## src/include/dpcr_cfg.svh

```systemverilog
// Offsets, field positions and reset values of the data path configuration registers.
// Assumes an 8-bit register port with 8-bit addresses.
`ifndef DPCR_CFG_SVH
`define DPCR_CFG_SVH

// ----------------------------------------------------------------
// Register offsets
// ----------------------------------------------------------------
`define DPCR_OFS_DATA_PATH_CTRL  8'h22
`define DPCR_OFS_GP_CTRL         8'h23
`define DPCR_OFS_LINK_STATUS     8'h30

// ----------------------------------------------------------------
// Data path control fields
// ----------------------------------------------------------------
`define DPCR_DPC_LOAD_BLOCK_BIT  7
`define DPCR_DPC_PASS_PIX_BIT    6
`define DPCR_DPC_DE_POL_BIT      5
`define DPCR_DPC_AUD_RGB_DIS_BIT 4
`define DPCR_DPC_CHB_SRC_BIT     3
`define DPCR_DPC_VID18_BIT       2
`define DPCR_DPC_AUD_FRAME_BIT   1
`define DPCR_DPC_CHB_EN_BIT      0
`define DPCR_DPC_REMOTE_MSB      6

// ----------------------------------------------------------------
// General purpose control fields
// ----------------------------------------------------------------
`define DPCR_GPC_CSUM_EN_BIT     7
`define DPCR_GPC_MODE_DONE_BIT   4
`define DPCR_GPC_LOW_FREQ_BIT    3
`define DPCR_GPC_REPEATER_BIT    2
`define DPCR_GPC_BACKWARD_BIT    1
`define DPCR_GPC_CHB_STATUS_BIT  0

// ----------------------------------------------------------------
// Link status fields
// ----------------------------------------------------------------
`define DPCR_LST_CSUM_ERR_BIT    0
`define DPCR_LST_CNT_LSB         4
`define DPCR_LST_CNT_MSB         7

// ----------------------------------------------------------------
// Reset values
// ----------------------------------------------------------------
`define DPCR_RST_DATA_PATH_CTRL  8'h00
`define DPCR_RST_GP_CTRL         8'h10
`define DPCR_RST_LINK_STATUS     8'h00

`endif

```

## src/include/dpcr_pkg.sv

```systemverilog
// Types shared by the data path configuration block.
// Assumes nothing of its surroundings.
package dpcr_pkg;

	// ----------------------------------------------------------------
	// Carriers
	// ----------------------------------------------------------------
	typedef struct packed {
		logic        valid;
		logic        chb;
		logic [23:0] data;
	} dpcr_audio_pkt_t;

	typedef struct packed {
		logic        valid;
		logic [6:0]  fields;
	} dpcr_remote_cfg_t;

	typedef struct packed {
		logic mode_done;
		logic low_freq;
		logic repeater;
		logic backward;
	} dpcr_mode_status_t;

	// ----------------------------------------------------------------
	// Checksum checker states
	// ----------------------------------------------------------------
	typedef enum logic [0:0] {
		DPCR_CS_IDLE,
		DPCR_CS_LINE
	} dpcr_cs_state_t;

endpackage

```

## src/core/dpcr_pin_sync.sv

```systemverilog
// Three-stage synchroniser for one pin input.
// Assumes the pin is asynchronous to clk; output follows once stages two and three agree.
`timescale 1ns/100ps
module dpcr_pin_sync (
	input  wire logic clk,
	input  wire logic resetn,
	input  wire logic pin,
	output logic      level
);
	logic s1_q;
	logic s2_q;
	logic s3_q;
	logic level_q;
	logic level_d;

	always_comb begin
		level_d = level_q;
		if (s2_q == s3_q) begin
			level_d = s3_q;
		end
	end

	always_ff @(posedge clk or negedge resetn) begin
		if (!resetn) begin
			s1_q    <= 1'b0;
			s2_q    <= 1'b0;
			s3_q    <= 1'b0;
			level_q <= 1'b0;
		end else begin
			s1_q    <= pin;
			s2_q    <= s1_q;
			s3_q    <= s2_q;
			level_q <= level_d;
		end
	end

	assign level = level_q;
endmodule // dpcr_pin_sync

```

## src/core/dpcr_line_csum.sv

```systemverilog
// Per-line checksum checker for the pixel stream.
// Assumes the checksum byte sits in pix[7:0] on the first cycle after the line's data enable.
`timescale 1ns/100ps
module dpcr_line_csum (
	input  wire logic        clk,
	input  wire logic        resetn,
	input  wire logic        enable,
	input  wire logic        de_active,
	input  wire logic [23:0] pix,
	output logic             mismatch
);
	dpcr_pkg::dpcr_cs_state_t state_q;
	dpcr_pkg::dpcr_cs_state_t state_d;
	logic [7:0]               sum_q;
	logic [7:0]               sum_d;
	logic                     mismatch_q;
	logic                     mismatch_d;
	logic [7:0]               pix_sum;

	assign pix_sum = pix[23:16] + pix[15:8] + pix[7:0];

	always_comb begin
		state_d    = state_q;
		sum_d      = sum_q;
		mismatch_d = 1'b0;
		unique case (state_q)
			dpcr_pkg::DPCR_CS_IDLE: begin
				if (enable && de_active) begin
					state_d = dpcr_pkg::DPCR_CS_LINE;
					sum_d   = pix_sum;
				end
			end
			dpcr_pkg::DPCR_CS_LINE: begin
				// Disabling mid-line abandons the line rather than flag a partial sum
				if (!enable) begin
					state_d = dpcr_pkg::DPCR_CS_IDLE;
				end else if (de_active) begin
					sum_d = sum_q + pix_sum;
				end else begin
					state_d    = dpcr_pkg::DPCR_CS_IDLE;
					mismatch_d = (pix[7:0] != sum_q);
				end
			end
		endcase
	end

	always_ff @(posedge clk or negedge resetn) begin
		if (!resetn) begin
			state_q    <= dpcr_pkg::DPCR_CS_IDLE;
			sum_q      <= 8'h00;
			mismatch_q <= 1'b0;
		end else begin
			state_q    <= state_d;
			sum_q      <= sum_d;
			mismatch_q <= mismatch_d;
		end
	end

	assign mismatch = mismatch_q;
endmodule // dpcr_line_csum

```

## src/core/dpcr_top.sv

```systemverilog
// Data path control and general purpose control registers with the pixel,
// audio and channel B output paths they steer.
// Assumes register port, pixel, audio and remote config inputs are on CLK;
// only the channel B strap pin is asynchronous.
`timescale 1ns/100ps
`include "dpcr_cfg.svh"

// Function
// - Block bit stops remote loads, keeps local values
// - Otherwise bits 6..0 follow remote serializer
// - Pass bit outputs pixels regardless of enable
// - Pass bit suppresses packetized audio on pixel pins, not on channel B pin
// - Bit 5 sets data enable polarity
// - Bit 4 set keeps audio off pixel pins
// - Bit 3 picks channel B enable source
// - Bit 2 selects 18 or 24 bit video
// - Bit 1 selects audio transport method
// - Bit 0 enables channel B output pin when bit 3 set
// - Checksum enable checks byte after each line
// - Mismatches reported in link status register
// - Status bits 4..1 show mode flags, bit 0 channel B enable
module dpcr_top (
	input  wire logic                         CLK,
	input  wire logic                         RESETN,
	// Register port
	input  wire logic [7:0]                   REG_ADDR,
	input  wire logic                         REG_WR,
	input  wire logic [7:0]                   REG_WDATA,
	input  wire logic                         REG_RD,
	output logic      [7:0]                   REG_RDATA,
	output logic                              REG_RVALID,
	// Remote serializer configuration
	input  wire dpcr_pkg::dpcr_remote_cfg_t   REMOTE_CFG,
	// Mode status from the link logic
	input  wire dpcr_pkg::dpcr_mode_status_t  MODE_STATUS,
	// Channel B strap pin
	input  wire logic                         CHB_STRAP_PIN,
	// Pixel input from the deserializer core
	input  wire logic [23:0]                  PIX_IN,
	input  wire logic                         DE_IN,
	// Audio packets from both transports
	input  wire dpcr_pkg::dpcr_audio_pkt_t    AUD_FRAME_PKT,
	input  wire dpcr_pkg::dpcr_audio_pkt_t    AUD_ISLAND_PKT,
	// Outputs
	output logic      [23:0]                  RGB_OUT,
	output logic                              DE_OUT,
	output logic                              AUDIO_CH_B_OUTPUT_PIN,
	output logic                              VIDEO_18BIT,
	output logic                              AUDIO_FRAME_TRANSPORT,
	output logic                              CSUM_ERROR
);

	// ----------------------------------------------------------------
	// Declarations
	// ----------------------------------------------------------------
	logic [7:0]  dpc_q;
	logic [7:0]  dpc_d;
	logic        csum_en_q;
	logic        csum_en_d;
	logic        csum_err_q;
	logic        csum_err_d;
	logic [3:0]  err_cnt_q;
	logic [3:0]  err_cnt_d;
	logic [7:0]  rdata_q;
	logic [7:0]  rdata_d;
	logic        rvalid_q;
	logic        rvalid_d;
	logic [23:0] rgb_q;
	logic [23:0] rgb_d;
	logic        de_out_q;
	logic        de_out_d;
	logic        chb_pin_q;
	logic        chb_pin_d;
	logic        csum_flag_q;
	logic        csum_flag_d;

	logic        wr_dpc;
	logic        wr_gpc;
	logic        rd_lst;
	logic        strap_chb;
	logic        de_active;
	logic        pass_pix;
	logic        audio_allowed;
	logic        chb_enable;
	logic        mismatch;
	logic [7:0]  gpc_view;
	logic [7:0]  lst_view;
	logic [23:0] pix_shaped;
	dpcr_pkg::dpcr_audio_pkt_t aud_sel;

	// ----------------------------------------------------------------
	// Reset images
	// ----------------------------------------------------------------
	// Only the enable bit of the general purpose image is stored;
	// its status bits are live inputs with no reset of their own
	localparam logic [7:0] gpc_rst = `DPCR_RST_GP_CTRL;

	// ----------------------------------------------------------------
	// Helpers
	// ----------------------------------------------------------------
	dpcr_pin_sync u_strap_sync (
		.clk    (CLK),
		.resetn (RESETN),
		.pin    (CHB_STRAP_PIN),
		.level  (strap_chb)
	);

	// Polarity bit inverts data enable into an active-high qualifier
	assign de_active = DE_IN ^ dpc_q[`DPCR_DPC_DE_POL_BIT];

	dpcr_line_csum u_line_csum (
		.clk       (CLK),
		.resetn    (RESETN),
		.enable    (csum_en_q),
		.de_active (de_active),
		.pix       (PIX_IN),
		.mismatch  (mismatch)
	);

	assign wr_dpc = REG_WR && (REG_ADDR == `DPCR_OFS_DATA_PATH_CTRL);
	assign wr_gpc = REG_WR && (REG_ADDR == `DPCR_OFS_GP_CTRL);
	assign rd_lst = REG_RD && (REG_ADDR == `DPCR_OFS_LINK_STATUS);

	// ----------------------------------------------------------------
	// Data path control register
	// ----------------------------------------------------------------
	// Local write beats a remote load in the same cycle
	always_comb begin
		dpc_d = dpc_q;
		if (wr_dpc) begin
			dpc_d = REG_WDATA;
		end else if (REMOTE_CFG.valid && !dpc_q[`DPCR_DPC_LOAD_BLOCK_BIT]) begin
			dpc_d[`DPCR_DPC_REMOTE_MSB:0] = REMOTE_CFG.fields;
		end
	end

	always_ff @(posedge CLK or negedge RESETN) begin
		if (!RESETN) begin
			dpc_q <= `DPCR_RST_DATA_PATH_CTRL;
		end else begin
			dpc_q <= dpc_d;
		end
	end

	// ----------------------------------------------------------------
	// General purpose control and link status
	// ----------------------------------------------------------------
	assign chb_enable = dpc_q[`DPCR_DPC_CHB_SRC_BIT] ? dpc_q[`DPCR_DPC_CHB_EN_BIT]
	                                                 : strap_chb;

	// Only the checksum enable is writable; bits 4..0 are live status, bits 6..5 read zero
	always_comb begin
		gpc_view = 8'h00;
		gpc_view[`DPCR_GPC_CSUM_EN_BIT]   = csum_en_q;
		gpc_view[`DPCR_GPC_MODE_DONE_BIT] = MODE_STATUS.mode_done;
		gpc_view[`DPCR_GPC_LOW_FREQ_BIT]  = MODE_STATUS.low_freq;
		gpc_view[`DPCR_GPC_REPEATER_BIT]  = MODE_STATUS.repeater;
		gpc_view[`DPCR_GPC_BACKWARD_BIT]  = MODE_STATUS.backward;
		gpc_view[`DPCR_GPC_CHB_STATUS_BIT] = chb_enable;
	end

	always_comb begin
		lst_view = 8'h00;
		lst_view[`DPCR_LST_CSUM_ERR_BIT] = csum_err_q;
		lst_view[`DPCR_LST_CNT_MSB:`DPCR_LST_CNT_LSB] = err_cnt_q;
	end

	always_comb begin
		csum_en_d  = csum_en_q;
		csum_err_d = csum_err_q;
		err_cnt_d  = err_cnt_q;
		if (wr_gpc) begin
			csum_en_d = REG_WDATA[`DPCR_GPC_CSUM_EN_BIT];
		end
		if (!csum_en_q) begin
			csum_flag_d = 1'b0;
		end else begin
			csum_flag_d = csum_flag_q;
		end
		// Read clears, but a mismatch in the same cycle survives it
		if (rd_lst) begin
			csum_err_d = 1'b0;
			err_cnt_d  = 4'h0;
		end
		if (mismatch) begin
			csum_err_d  = 1'b1;
			csum_flag_d = 1'b1;
			if (rd_lst) begin
				err_cnt_d = 4'h1;
			end else if (err_cnt_q != 4'hf) begin
				err_cnt_d = err_cnt_q + 4'h1;
			end
		end
	end

	always_ff @(posedge CLK or negedge RESETN) begin
		if (!RESETN) begin
			csum_en_q   <= gpc_rst[`DPCR_GPC_CSUM_EN_BIT];
			csum_err_q  <= 1'b0;
			err_cnt_q   <= 4'h0;
			csum_flag_q <= 1'b0;
		end else begin
			csum_en_q   <= csum_en_d;
			csum_err_q  <= csum_err_d;
			err_cnt_q   <= err_cnt_d;
			csum_flag_q <= csum_flag_d;
		end
	end

	// ----------------------------------------------------------------
	// Read port
	// ----------------------------------------------------------------
	// Unmapped offsets read as zero
	always_comb begin
		rdata_d  = rdata_q;
		rvalid_d = REG_RD;
		if (REG_RD) begin
			unique case (REG_ADDR)
				`DPCR_OFS_DATA_PATH_CTRL: rdata_d = dpc_q;
				`DPCR_OFS_GP_CTRL:        rdata_d = gpc_view;
				`DPCR_OFS_LINK_STATUS:    rdata_d = lst_view;
				default:                  rdata_d = 8'h00;
			endcase
		end
	end

	always_ff @(posedge CLK or negedge RESETN) begin
		if (!RESETN) begin
			rdata_q  <= 8'h00;
			rvalid_q <= 1'b0;
		end else begin
			rdata_q  <= rdata_d;
			rvalid_q <= rvalid_d;
		end
	end

	// ----------------------------------------------------------------
	// Pixel and audio output path
	// ----------------------------------------------------------------
	assign pass_pix = dpc_q[`DPCR_DPC_PASS_PIX_BIT];
	// Audio may only ride in blanking; pass mode leaves no blanking to use
	assign audio_allowed = !pass_pix
	                       && !dpc_q[`DPCR_DPC_AUD_RGB_DIS_BIT];
	assign aud_sel = dpc_q[`DPCR_DPC_AUD_FRAME_BIT] ? AUD_FRAME_PKT
	                                                : AUD_ISLAND_PKT;

	// 18-bit mode drops the two low bits of each colour
	assign pix_shaped = dpc_q[`DPCR_DPC_VID18_BIT] ? (PIX_IN & 24'hfcfcfc)
	                                               : PIX_IN;

	always_comb begin
		de_out_d = DE_IN;
		rgb_d    = 24'h000000;
		if (pass_pix || de_active) begin
			rgb_d = pix_shaped;
		end else if (audio_allowed && aud_sel.valid) begin
			rgb_d = aud_sel.data;
		end
	end

	always_ff @(posedge CLK or negedge RESETN) begin
		if (!RESETN) begin
			rgb_q    <= 24'h000000;
			de_out_q <= 1'b0;
		end else begin
			rgb_q    <= rgb_d;
			de_out_q <= de_out_d;
		end
	end

	// ----------------------------------------------------------------
	// Channel B output pin
	// ----------------------------------------------------------------
	// Pin keeps its last bit between packets, so gaps do not glitch it
	always_comb begin
		chb_pin_d = 1'b0;
		if (chb_enable && aud_sel.valid) begin
			chb_pin_d = aud_sel.chb;
		end else if (chb_enable) begin
			chb_pin_d = chb_pin_q;
		end
	end

	always_ff @(posedge CLK or negedge RESETN) begin
		if (!RESETN) begin
			chb_pin_q <= 1'b0;
		end else begin
			chb_pin_q <= chb_pin_d;
		end
	end

	// ----------------------------------------------------------------
	// Outputs
	// ----------------------------------------------------------------
	assign REG_RDATA             = rdata_q;
	assign REG_RVALID            = rvalid_q;
	assign RGB_OUT               = rgb_q;
	assign DE_OUT                = de_out_q;
	assign AUDIO_CH_B_OUTPUT_PIN = chb_pin_q;
	assign VIDEO_18BIT           = dpc_q[`DPCR_DPC_VID18_BIT];
	assign AUDIO_FRAME_TRANSPORT = dpc_q[`DPCR_DPC_AUD_FRAME_BIT];
	assign CSUM_ERROR            = csum_flag_q;

endmodule // dpcr_top

```

## config.mk

```make
export PLATFORM = sky130hd
export DESIGN_NAME = dpcr_top
export DESIGN_NICKNAME = d
export VERILOG_FILES = /design/src/include/dpcr_pkg.sv /design/src/core/dpcr_pin_sync.sv /design/src/core/dpcr_line_csum.sv /design/src/core/dpcr_top.sv
export VERILOG_INCLUDE_DIRS = /design/src /design/src/include
export SDC_FILE = /design/constraint.sdc
export NUM_CORES = 1
export LEC_CHECK = 0
export ABC_AREA = 1
export CORE_UTILIZATION = 38
export CTS_CLUSTER_DIAMETER = 200
export CTS_CLUSTER_SIZE = 10
export DETAILED_ROUTE_END_ITERATION = 8
export DONT_BUFFER_PORTS = 1
export GPL_TIMING_DRIVEN = 0
export MAX_ROUTING_LAYER = met4
export PLACE_DENSITY = 0.64
export SLEW_MARGIN = 30
export SYNTH_ARGS = -nofsm -noshare
export SYNTH_HDL_FRONTEND = slang
export SYNTH_HIERARCHICAL = 1
export SYNTH_SLANG_ARGS = --single-unit
export TNS_END_PERCENT = 10
```

## constraint.sdc

```tcl
create_clock -name CLK -period 2.05 [get_ports CLK]
set_input_delay 0.205 -clock CLK [delete_from_list [all_inputs] [get_ports CLK]]
set_output_delay 0.205 -clock CLK [all_outputs]
set_load 0.01 [all_outputs]
```

Word level (Yosys, flattened, before mapping)
Cells that the tools add are included.
Widths: inputs -> output; s select.
{"block": "word_totals", "mem_bits_rw": 0, "in_bits": 110, "n_memories": 0, "latchBits": 0, "output_inout_bits": 38, "register_bits": 64, "romBits": 0}
{"block": "classes", "reduce_logical": 15, "div_mod_pow": 0, "mux": 29, "n_bitwise": 2, "mul": 0, "n_lt_le_gt_ge": 0, "shift": 0, "n_eq_ne": 11, "add_sub_neg": 4}
{"cell": "$mux 24", "count": 2}
{"cell": "$mux 26", "count": 1}
{"cell": "$add 8x8->8", "count": 3}
{"cell": "$eq 8x6->1 const B", "count": 3}
{"cell": "$mux 8", "count": 3}
{"cell": "$pmux 8 s3", "count": 1}
{"cell": "$mux 18", "count": 1}
{"cell": "$mux 4", "count": 4}
{"cell": "$pmux 8 s2", "count": 1}
{"cell": "$mux 7", "count": 2}
{"cell": "$mux 1", "count": 13}
{"cell": "$logic_and 1x1->1", "count": 8}
{"cell": "$ne 8x8->1", "count": 1}
{"cell": "$ne 2x1->1 const B", "count": 3}
{"cell": "$add 4x1->4 const B", "count": 1}
{"cell": "$ne 2x2->1 const B", "count": 2}
{"cell": "$ne 4x4->1 const B", "count": 1}
{"cell": "$reduce_bool 2->1", "count": 2}
{"cell": "$logic_not 1->1", "count": 3}
{"cell": "$reduce_and 3->1", "count": 1}
{"cell": "$pmux 1 s2", "count": 1}
{"cell": "$eq 1x1->1", "count": 1}
{"cell": "$logic_or 1x1->1", "count": 1}
{"cell": "$not 1->1", "count": 1}
{"cell": "$xor 1x1->1", "count": 1}

Depth between registers and ports, before layout
{"block": "depth", "word_depth": 6, "mapped_depth": 18, "ltp_nobuf": 18}

Cells and area by module
The synthesis kept the hierarchy.
{"module": "dpcr_top", "n_inst": 1, "seq_area_each_um2": 1251.2, "area_per_inst_um2": 2677.6, "cells_per_inst": 334}
{"module": "dpcr_line_csum", "n_inst": 1, "seq_area_each_um2": 250.2, "area_per_inst_um2": 1360.1, "cells_per_inst": 179}
{"module": "dpcr_pin_sync", "n_inst": 1, "seq_area_each_um2": 100.1, "area_per_inst_um2": 116.4, "cells_per_inst": 8}

Worst setup path after synthesis
OpenSTA, ideal clock, no wires.
{"block": "synth_timing", "path_kind": "input to register", "start": "input PIX_IN[1]", "end": "register u_line_csum.sum_q[7]", "required_ps": 1933, "cell_stages": 16, "setup_ps": 117, "setup_slack_ps": -780, "arrival_time_ps": 2713, "cell_sequence": "fa_1 -> ha_1 -> inv_1 -> fa_1 -> o21bai_1 -> xor2_1 -> inv_1 -> ha_1 -> nand2_1 -> inv_1 -> a21oi_2 -> nand3_2 -> nand3_1 -> nand2_1 -> nand3_1 -> nand2_1"}
{"block": "synth_via", "elab_chain_cells": 5}
{"item": "start: declaration", "line_no": "dpcr_top.sv:39", "rtl": "input wire logic [23:0] PIX_IN,"}
{"item": "$add 8x8->8 *", "line_no": "dpcr_line_csum.sv:20", "rtl": "assign pix_sum = pix[23:16] + pix[15:8] + pix[7:0];"}
{"item": "$add 8x8->8", "line_no": "dpcr_line_csum.sv:38", "rtl": "sum_d = sum_q + pix_sum;"}
{"item": "$mux 8", "line_no": "dpcr_line_csum.sv:37", "rtl": "end else if (de_active) begin"}
{"item": "$mux 8", "line_no": "dpcr_line_csum.sv:35", "rtl": "if (!enable) begin"}
{"item": "$pmux 8 s2 *", "line_no": "dpcr_line_csum.sv:26", "rtl": "unique case (state_q)"}
{"item": "end signal: assignment", "line_no": "dpcr_line_csum.sv:54", "rtl": "sum_q <= sum_d;"}
{"item": "end: declaration", "line_no": "dpcr_line_csum.sv:14", "rtl": "logic [7:0] sum_q;"}
Mark *: on every way between the ends. The rest lies on a longest branch, timed or not. The select of a mux whose other input is x is not followed.
A chain may end at the register's enable or synchronous reset.

Worst setup path in the final report
Ends and elaborated chain as after synthesis.

==> impl_metrics.xml <==
<?xml version="1.0" encoding="UTF-8"?>
<metrics>
  <group name="grt">
    <metric name="met1_usage" unit="">0.262</metric>
    <metric name="grt_util_met3" unit="">0.0582</metric>
    <metric name="vias_in_the_first_global_route" unit="">3680</metric>
    <metric name="gr-max-usage-layer" unit="">met2</metric>
    <metric name="number_of_antenna_violations_at_the_first_check_in_global_routing" unit="">0</metric>
    <metric name="overall_global_routing_resource_usage" unit="">0.219</metric>
    <metric name="grt_remaining_overflow" unit="">0</metric>
    <metric name="grt_pass1_wl" unit="µm">18300</metric>
    <metric name="grt.met2_usage" unit="">0.346</metric>
    <metric name="grt_start_max_net_pins" unit="">65</metric>
  </group>
  <group name="finish">
    <metric name="ratio_of_cells_with_drive_above_1_in_the_final_layout" unit="">0.173</metric>
    <metric name="area.growth.synth_to_final" unit="%">16.9</metric>
    <metric name="num-nets-final" unit="">690</metric>
    <metric name="utilization" unit="">0.464</metric>
    <metric name="count_of_antenna_diodes_in_the_layout" unit="">0</metric>
  </group>
  <group name="sta">
    <metric name="rsz0062_at_grt" unit="">yes</metric>
    <metric name="slew-limit-headroom" unit="">0.696</metric>
    <metric name="fin_hold_ws" unit="ps">17.7</metric>
    <metric name="slew_viol_final" unit="">0</metric>
    <metric name="final.period_utilization" unit="">1.26</metric>
    <metric name="max_slew.worst_pin.slew" unit="ps">455</metric>
    <metric name="achievable_freq" unit="MHz">389</metric>
    <metric name="min_setup_slack_post_route" unit="ps">-523</metric>
    <metric name="timing_hold_violations_final" unit="">0</metric>
    <metric name="report.final.setup_viol" unit="">5</metric>
    <metric name="post-route-min-period" unit="ps">2570</metric>
    <metric name="final.setup_skew" unit="ps">9.50</metric>
  </group>
  <group name="clock_tree">
    <metric name="cts_inserted_buffers" unit="">9</metric>
    <metric name="root_buffer_cell" unit="">sky130_fd_sc_hd__clkbuf_8</metric>
    <metric name="clock_slew_at_the_register_clock_pins_of_the_worst_setup_and_hold_paths" unit="ps">80</metric>
    <metric name="max_buffers_root_to_sink" unit="">2</metric>
    <metric name="clock_tree_from_tritoncts" unit="">built</metric>
    <metric name="clock_latency_on_the_worst_skew_pair" unit="ps">350</metric>
    <metric name="clock_tree.htree_level_count" unit="">3</metric>
    <metric name="clock-sinks" unit="">64</metric>
  </group>
  <group name="drt">
    <metric name="avgRoutedWirePerCell" unit="µm">16.6</metric>
    <metric name="antenna_left" unit="">0</metric>
    <metric name="total_drc_errors_in_the_routed_layout" unit="">0</metric>
    <metric name="routed_via_count" unit="">3581</metric>
    <metric name="vias_per_cell" unit="">5.14</metric>
    <metric name="drt_first_iter_violations" unit="">265</metric>
    <metric name="totalWireLength" unit="µm">11600</metric>
    <metric name="drt_pre_antenna_iters" unit="">4</metric>
  </group>
  <group name="synth">
    <metric name="syn-num-nets" unit="">655</metric>
    <metric name="netlist_instances" unit="">521</metric>
    <metric name="synth_enable_flop_cells" unit="">0</metric>
    <metric name="netlist_top_cells_area" unit="">sky130_fd_sc_hd__dfrtp_1 39%, sky130_fd_sc_hd__nand2_1 17%, sky130_fd_sc_hd__mux2_2 6.5%</metric>
    <metric name="synth.most_common_cell" unit="">sky130_fd_sc_hd__nand2_1</metric>
    <metric name="netlist-cell-type-count" unit="">35</metric>
    <metric name="yosys.area.top_type_share" unit="">0.386</metric>
    <metric name="synth_area_per_cell" unit="µm²">7.97</metric>
    <metric name="mappedNetlistArea" unit="µm²">4150</metric>
    <metric name="proportion_of_register_bits_with_asynchronous_set_or_reset_after_synthesis" unit="">1.00</metric>
    <metric name="synthFlopType" unit="">sky130_fd_sc_hd__dfrtp_1</metric>
    <metric name="post-synth-top-area-cell" unit="">sky130_fd_sc_hd__dfrtp_1</metric>
    <metric name="synth-seq-area-share" unit="">0.386</metric>
    <metric name="synth.ff_latch_count" unit="">64</metric>
    <metric name="synth.top_cells.by_count" unit="">186 x sky130_fd_sc_hd__nand2_1, 64 x sky130_fd_sc_hd__dfrtp_1, 51 x sky130_fd_sc_hd__inv_1</metric>
    <metric name="yosys_warnings" unit="">6</metric>
  </group>
  <group name="power_and_ir_drop">
    <metric name="max-vdd-ir-drop" unit="µV">387</metric>
    <metric name="powerDensity" unit="nW/µm²">1080</metric>
    <metric name="p_leak" unit="nW">2.44</metric>
  </group>
  <group name="setup_path">
    <metric name="crit_fanout" unit="">3</metric>
    <metric name="setup.worst_path.class" unit="">in -&gt; reg</metric>
    <metric name="worst-endpoint-arrival" unit="ps">2820</metric>
    <metric name="crit_path_cell_trace" unit="">fa_1, ha_2, inv_2, fa_2, o21bai_1, xor2_1, inv_2, ha_4, nand2_2, inv_1, a21oi_4, nand3_2, nand3_1, nand2_1, nand3_1, nand2_1</metric>
    <metric name="path_buf_inv" unit="">3</metric>
    <metric name="required" unit="ps">2290</metric>
    <metric name="timing.critical_path.from_type" unit="">input port</metric>
    <metric name="timing.critical_path.max_delay_family" unit="">adder cells</metric>
    <metric name="cp_slowest_cell" unit="">sky130_fd_sc_hd__fa_1</metric>
    <metric name="critical_path.endpoint_type" unit="">flip-flop</metric>
    <metric name="cp_slowest_stage_delay" unit="ps">520</metric>
  </group>
  <group name="min_path">
    <metric name="hold_path_class" unit="">in -&gt; reg</metric>
  </group>
  <group name="status">
    <metric name="violated_checks" unit="">setup timing</metric>
    <metric name="status" unit="">finished, violations left</metric>
  </group>
  <group name="placement">
    <metric name="detailedPlacementHpwl" unit="µm">8840</metric>
    <metric name="gp_congestion" unit="">0.877</metric>
    <metric name="io_buffer_count" unit="">0</metric>
  </group>
  <group name="die">
    <metric name="die_y" unit="µm">107</metric>
    <metric name="initial_standard_cell_utilization_of_the_core" unit="">0.397</metric>
    <metric name="design.die.area" unit="µm²">11400</metric>
    <metric name="placement_rows" unit="">37</metric>
    <metric name="die_w" unit="µm">107</metric>
    <metric name="design.portCount" unit="">148</metric>
    <metric name="floorplan.core_area" unit="µm²">10500</metric>
  </group>
  <group name="run">
    <metric name="maxCapViolCount" unit="">0</metric>
  </group>
</metrics>
[area by class of cell]
type	count	area, µm²
inverter	58	218
multi-input combinational	387	2330
clock inverter	7	72.6
sequential	64	1600
timing repair buffer	24	253
clock buffer	9	124
buffer	12	83.8
fill	1027	5610
tap	136	170
[layout by cell type (no fill, tap or decap), types with 3 or more instances in the layout]
| cell | netlist | layout |
|---|---|---|
| sky130_fd_sc_hd__nand2_2 | 9 | 11 |
| sky130_fd_sc_hd__dlygate4sd3_1 | 0 | 21 |
| sky130_fd_sc_hd__mux2_2 | 24 | 24 |
| sky130_fd_sc_hd__inv_2 | 5 | 7 |
| sky130_fd_sc_hd__nand3_2 | 4 | 4 |
| sky130_fd_sc_hd__buf_6 | 4 | 4 |
| sky130_fd_sc_hd__dfrtp_1 | 64 | 64 |
| sky130_fd_sc_hd__a21oi_1 | 16 | 15 |
| sky130_fd_sc_hd__ha_4 | 0 | 4 |
| sky130_fd_sc_hd__inv_1 | 51 | 49 |
| sky130_fd_sc_hd__nor2_1 | 15 | 14 |
| sky130_fd_sc_hd__buf_2 | 7 | 7 |
| sky130_fd_sc_hd__fa_1 | 9 | 8 |
| sky130_fd_sc_hd__nor3_1 | 3 | 3 |
| sky130_fd_sc_hd__o21ai_0 | 14 | 14 |
| sky130_fd_sc_hd__nor2_4 | 3 | 3 |
| sky130_fd_sc_hd__nand3_1 | 46 | 46 |
| sky130_fd_sc_hd__xor2_1 | 6 | 6 |
| sky130_fd_sc_hd__xnor2_1 | 11 | 10 |
| sky130_fd_sc_hd__o21ai_1 | 4 | 4 |
| sky130_fd_sc_hd__nand2_1 | 186 | 184 |
| sky130_fd_sc_hd__ha_1 | 15 | 10 |
| sky130_fd_sc_hd__nor2_2 | 2 | 3 |
| sky130_fd_sc_hd__nand4_1 | 6 | 6 |
| sky130_fd_sc_hd__clkbuf_8 | 0 | 9 |
[registers in the layout, indices dropped and copies added, names as in the netlist, 4 cells and up]
name	count
RGB_OUT	24
u_line_csum/sum_q	8
REG_RDATA	8
dpc_q	8
err_cnt_q	4
[layer usage]
metal / part of all wire / routed length (µm)
met1: 0.42 / 4870
met2: 0.49 / 5660
met3: 0.068 / 791
met4: 0.024 / 280
met5: 0 / 0
[stage by stage]
step	total power [mW]	TNS (ps)	setup WS [ps]	std cells	area, µm²
6_report	5.23	-1650	-523	697	4850
4_1_cts	5.18	-1580	-537	696	4820
3_3_place_gp	3.83	-4000	-928	657	4340
5_1_grt	5.59	-2200	-647	697	4850
3_5_place_dp	3.91	-4340	-1010	657	4340
2_1_floorplan	3.42	-2910	-654	521	4170
[what timing repair did]
item,CTS,global route
pin swaps,6,4
hold buffers,21,1
resized for setup,6,5
setup endpoints to repair,6,6
setup buffers,2,0
hold endpoints to repair,84,1
[final timing paths]
check	slack, ps	cells past startpoint	startpoint	end
max in group asynchronous	1360	2	RESETN	dpc_q[3]
worst max register to register	210	9	u_line_csum/sum_q[0]	u_line_csum/sum_q[4]
worst min register to register	360	0	u_strap_sync/s1_q	u_strap_sync/s2_q
worst min-delay path	20	2	PIX_IN[13]	RGB_OUT[13]
worst max-delay path	-520	16	PIX_IN[1]	u_line_csum/sum_q[7]
min in group asynchronous	400	2	RESETN	REG_RDATA[4]
[power breakdown]
group	internal, mW	switching, mW
registers	1.57	0.363
logic	0.948	1.26
clock network	0.560	0.536
total	3.08	2.16
[cell families (layout without fill, tap and decap cells)]
group	Yosys count	count (layout)	synth area share
muxes	25	25	0.0675
and+or+nand+nor	280	280	0.294
xor gates and xnor gates	17	17	0.0358
DFF	64	64	0.386
buffers and inverters	70	110	0.0726
adders and majority gates	24	24	0.0886
AOI/OAI and AO/OA	41	41	0.0560
(Power assumes the default switching activity.)
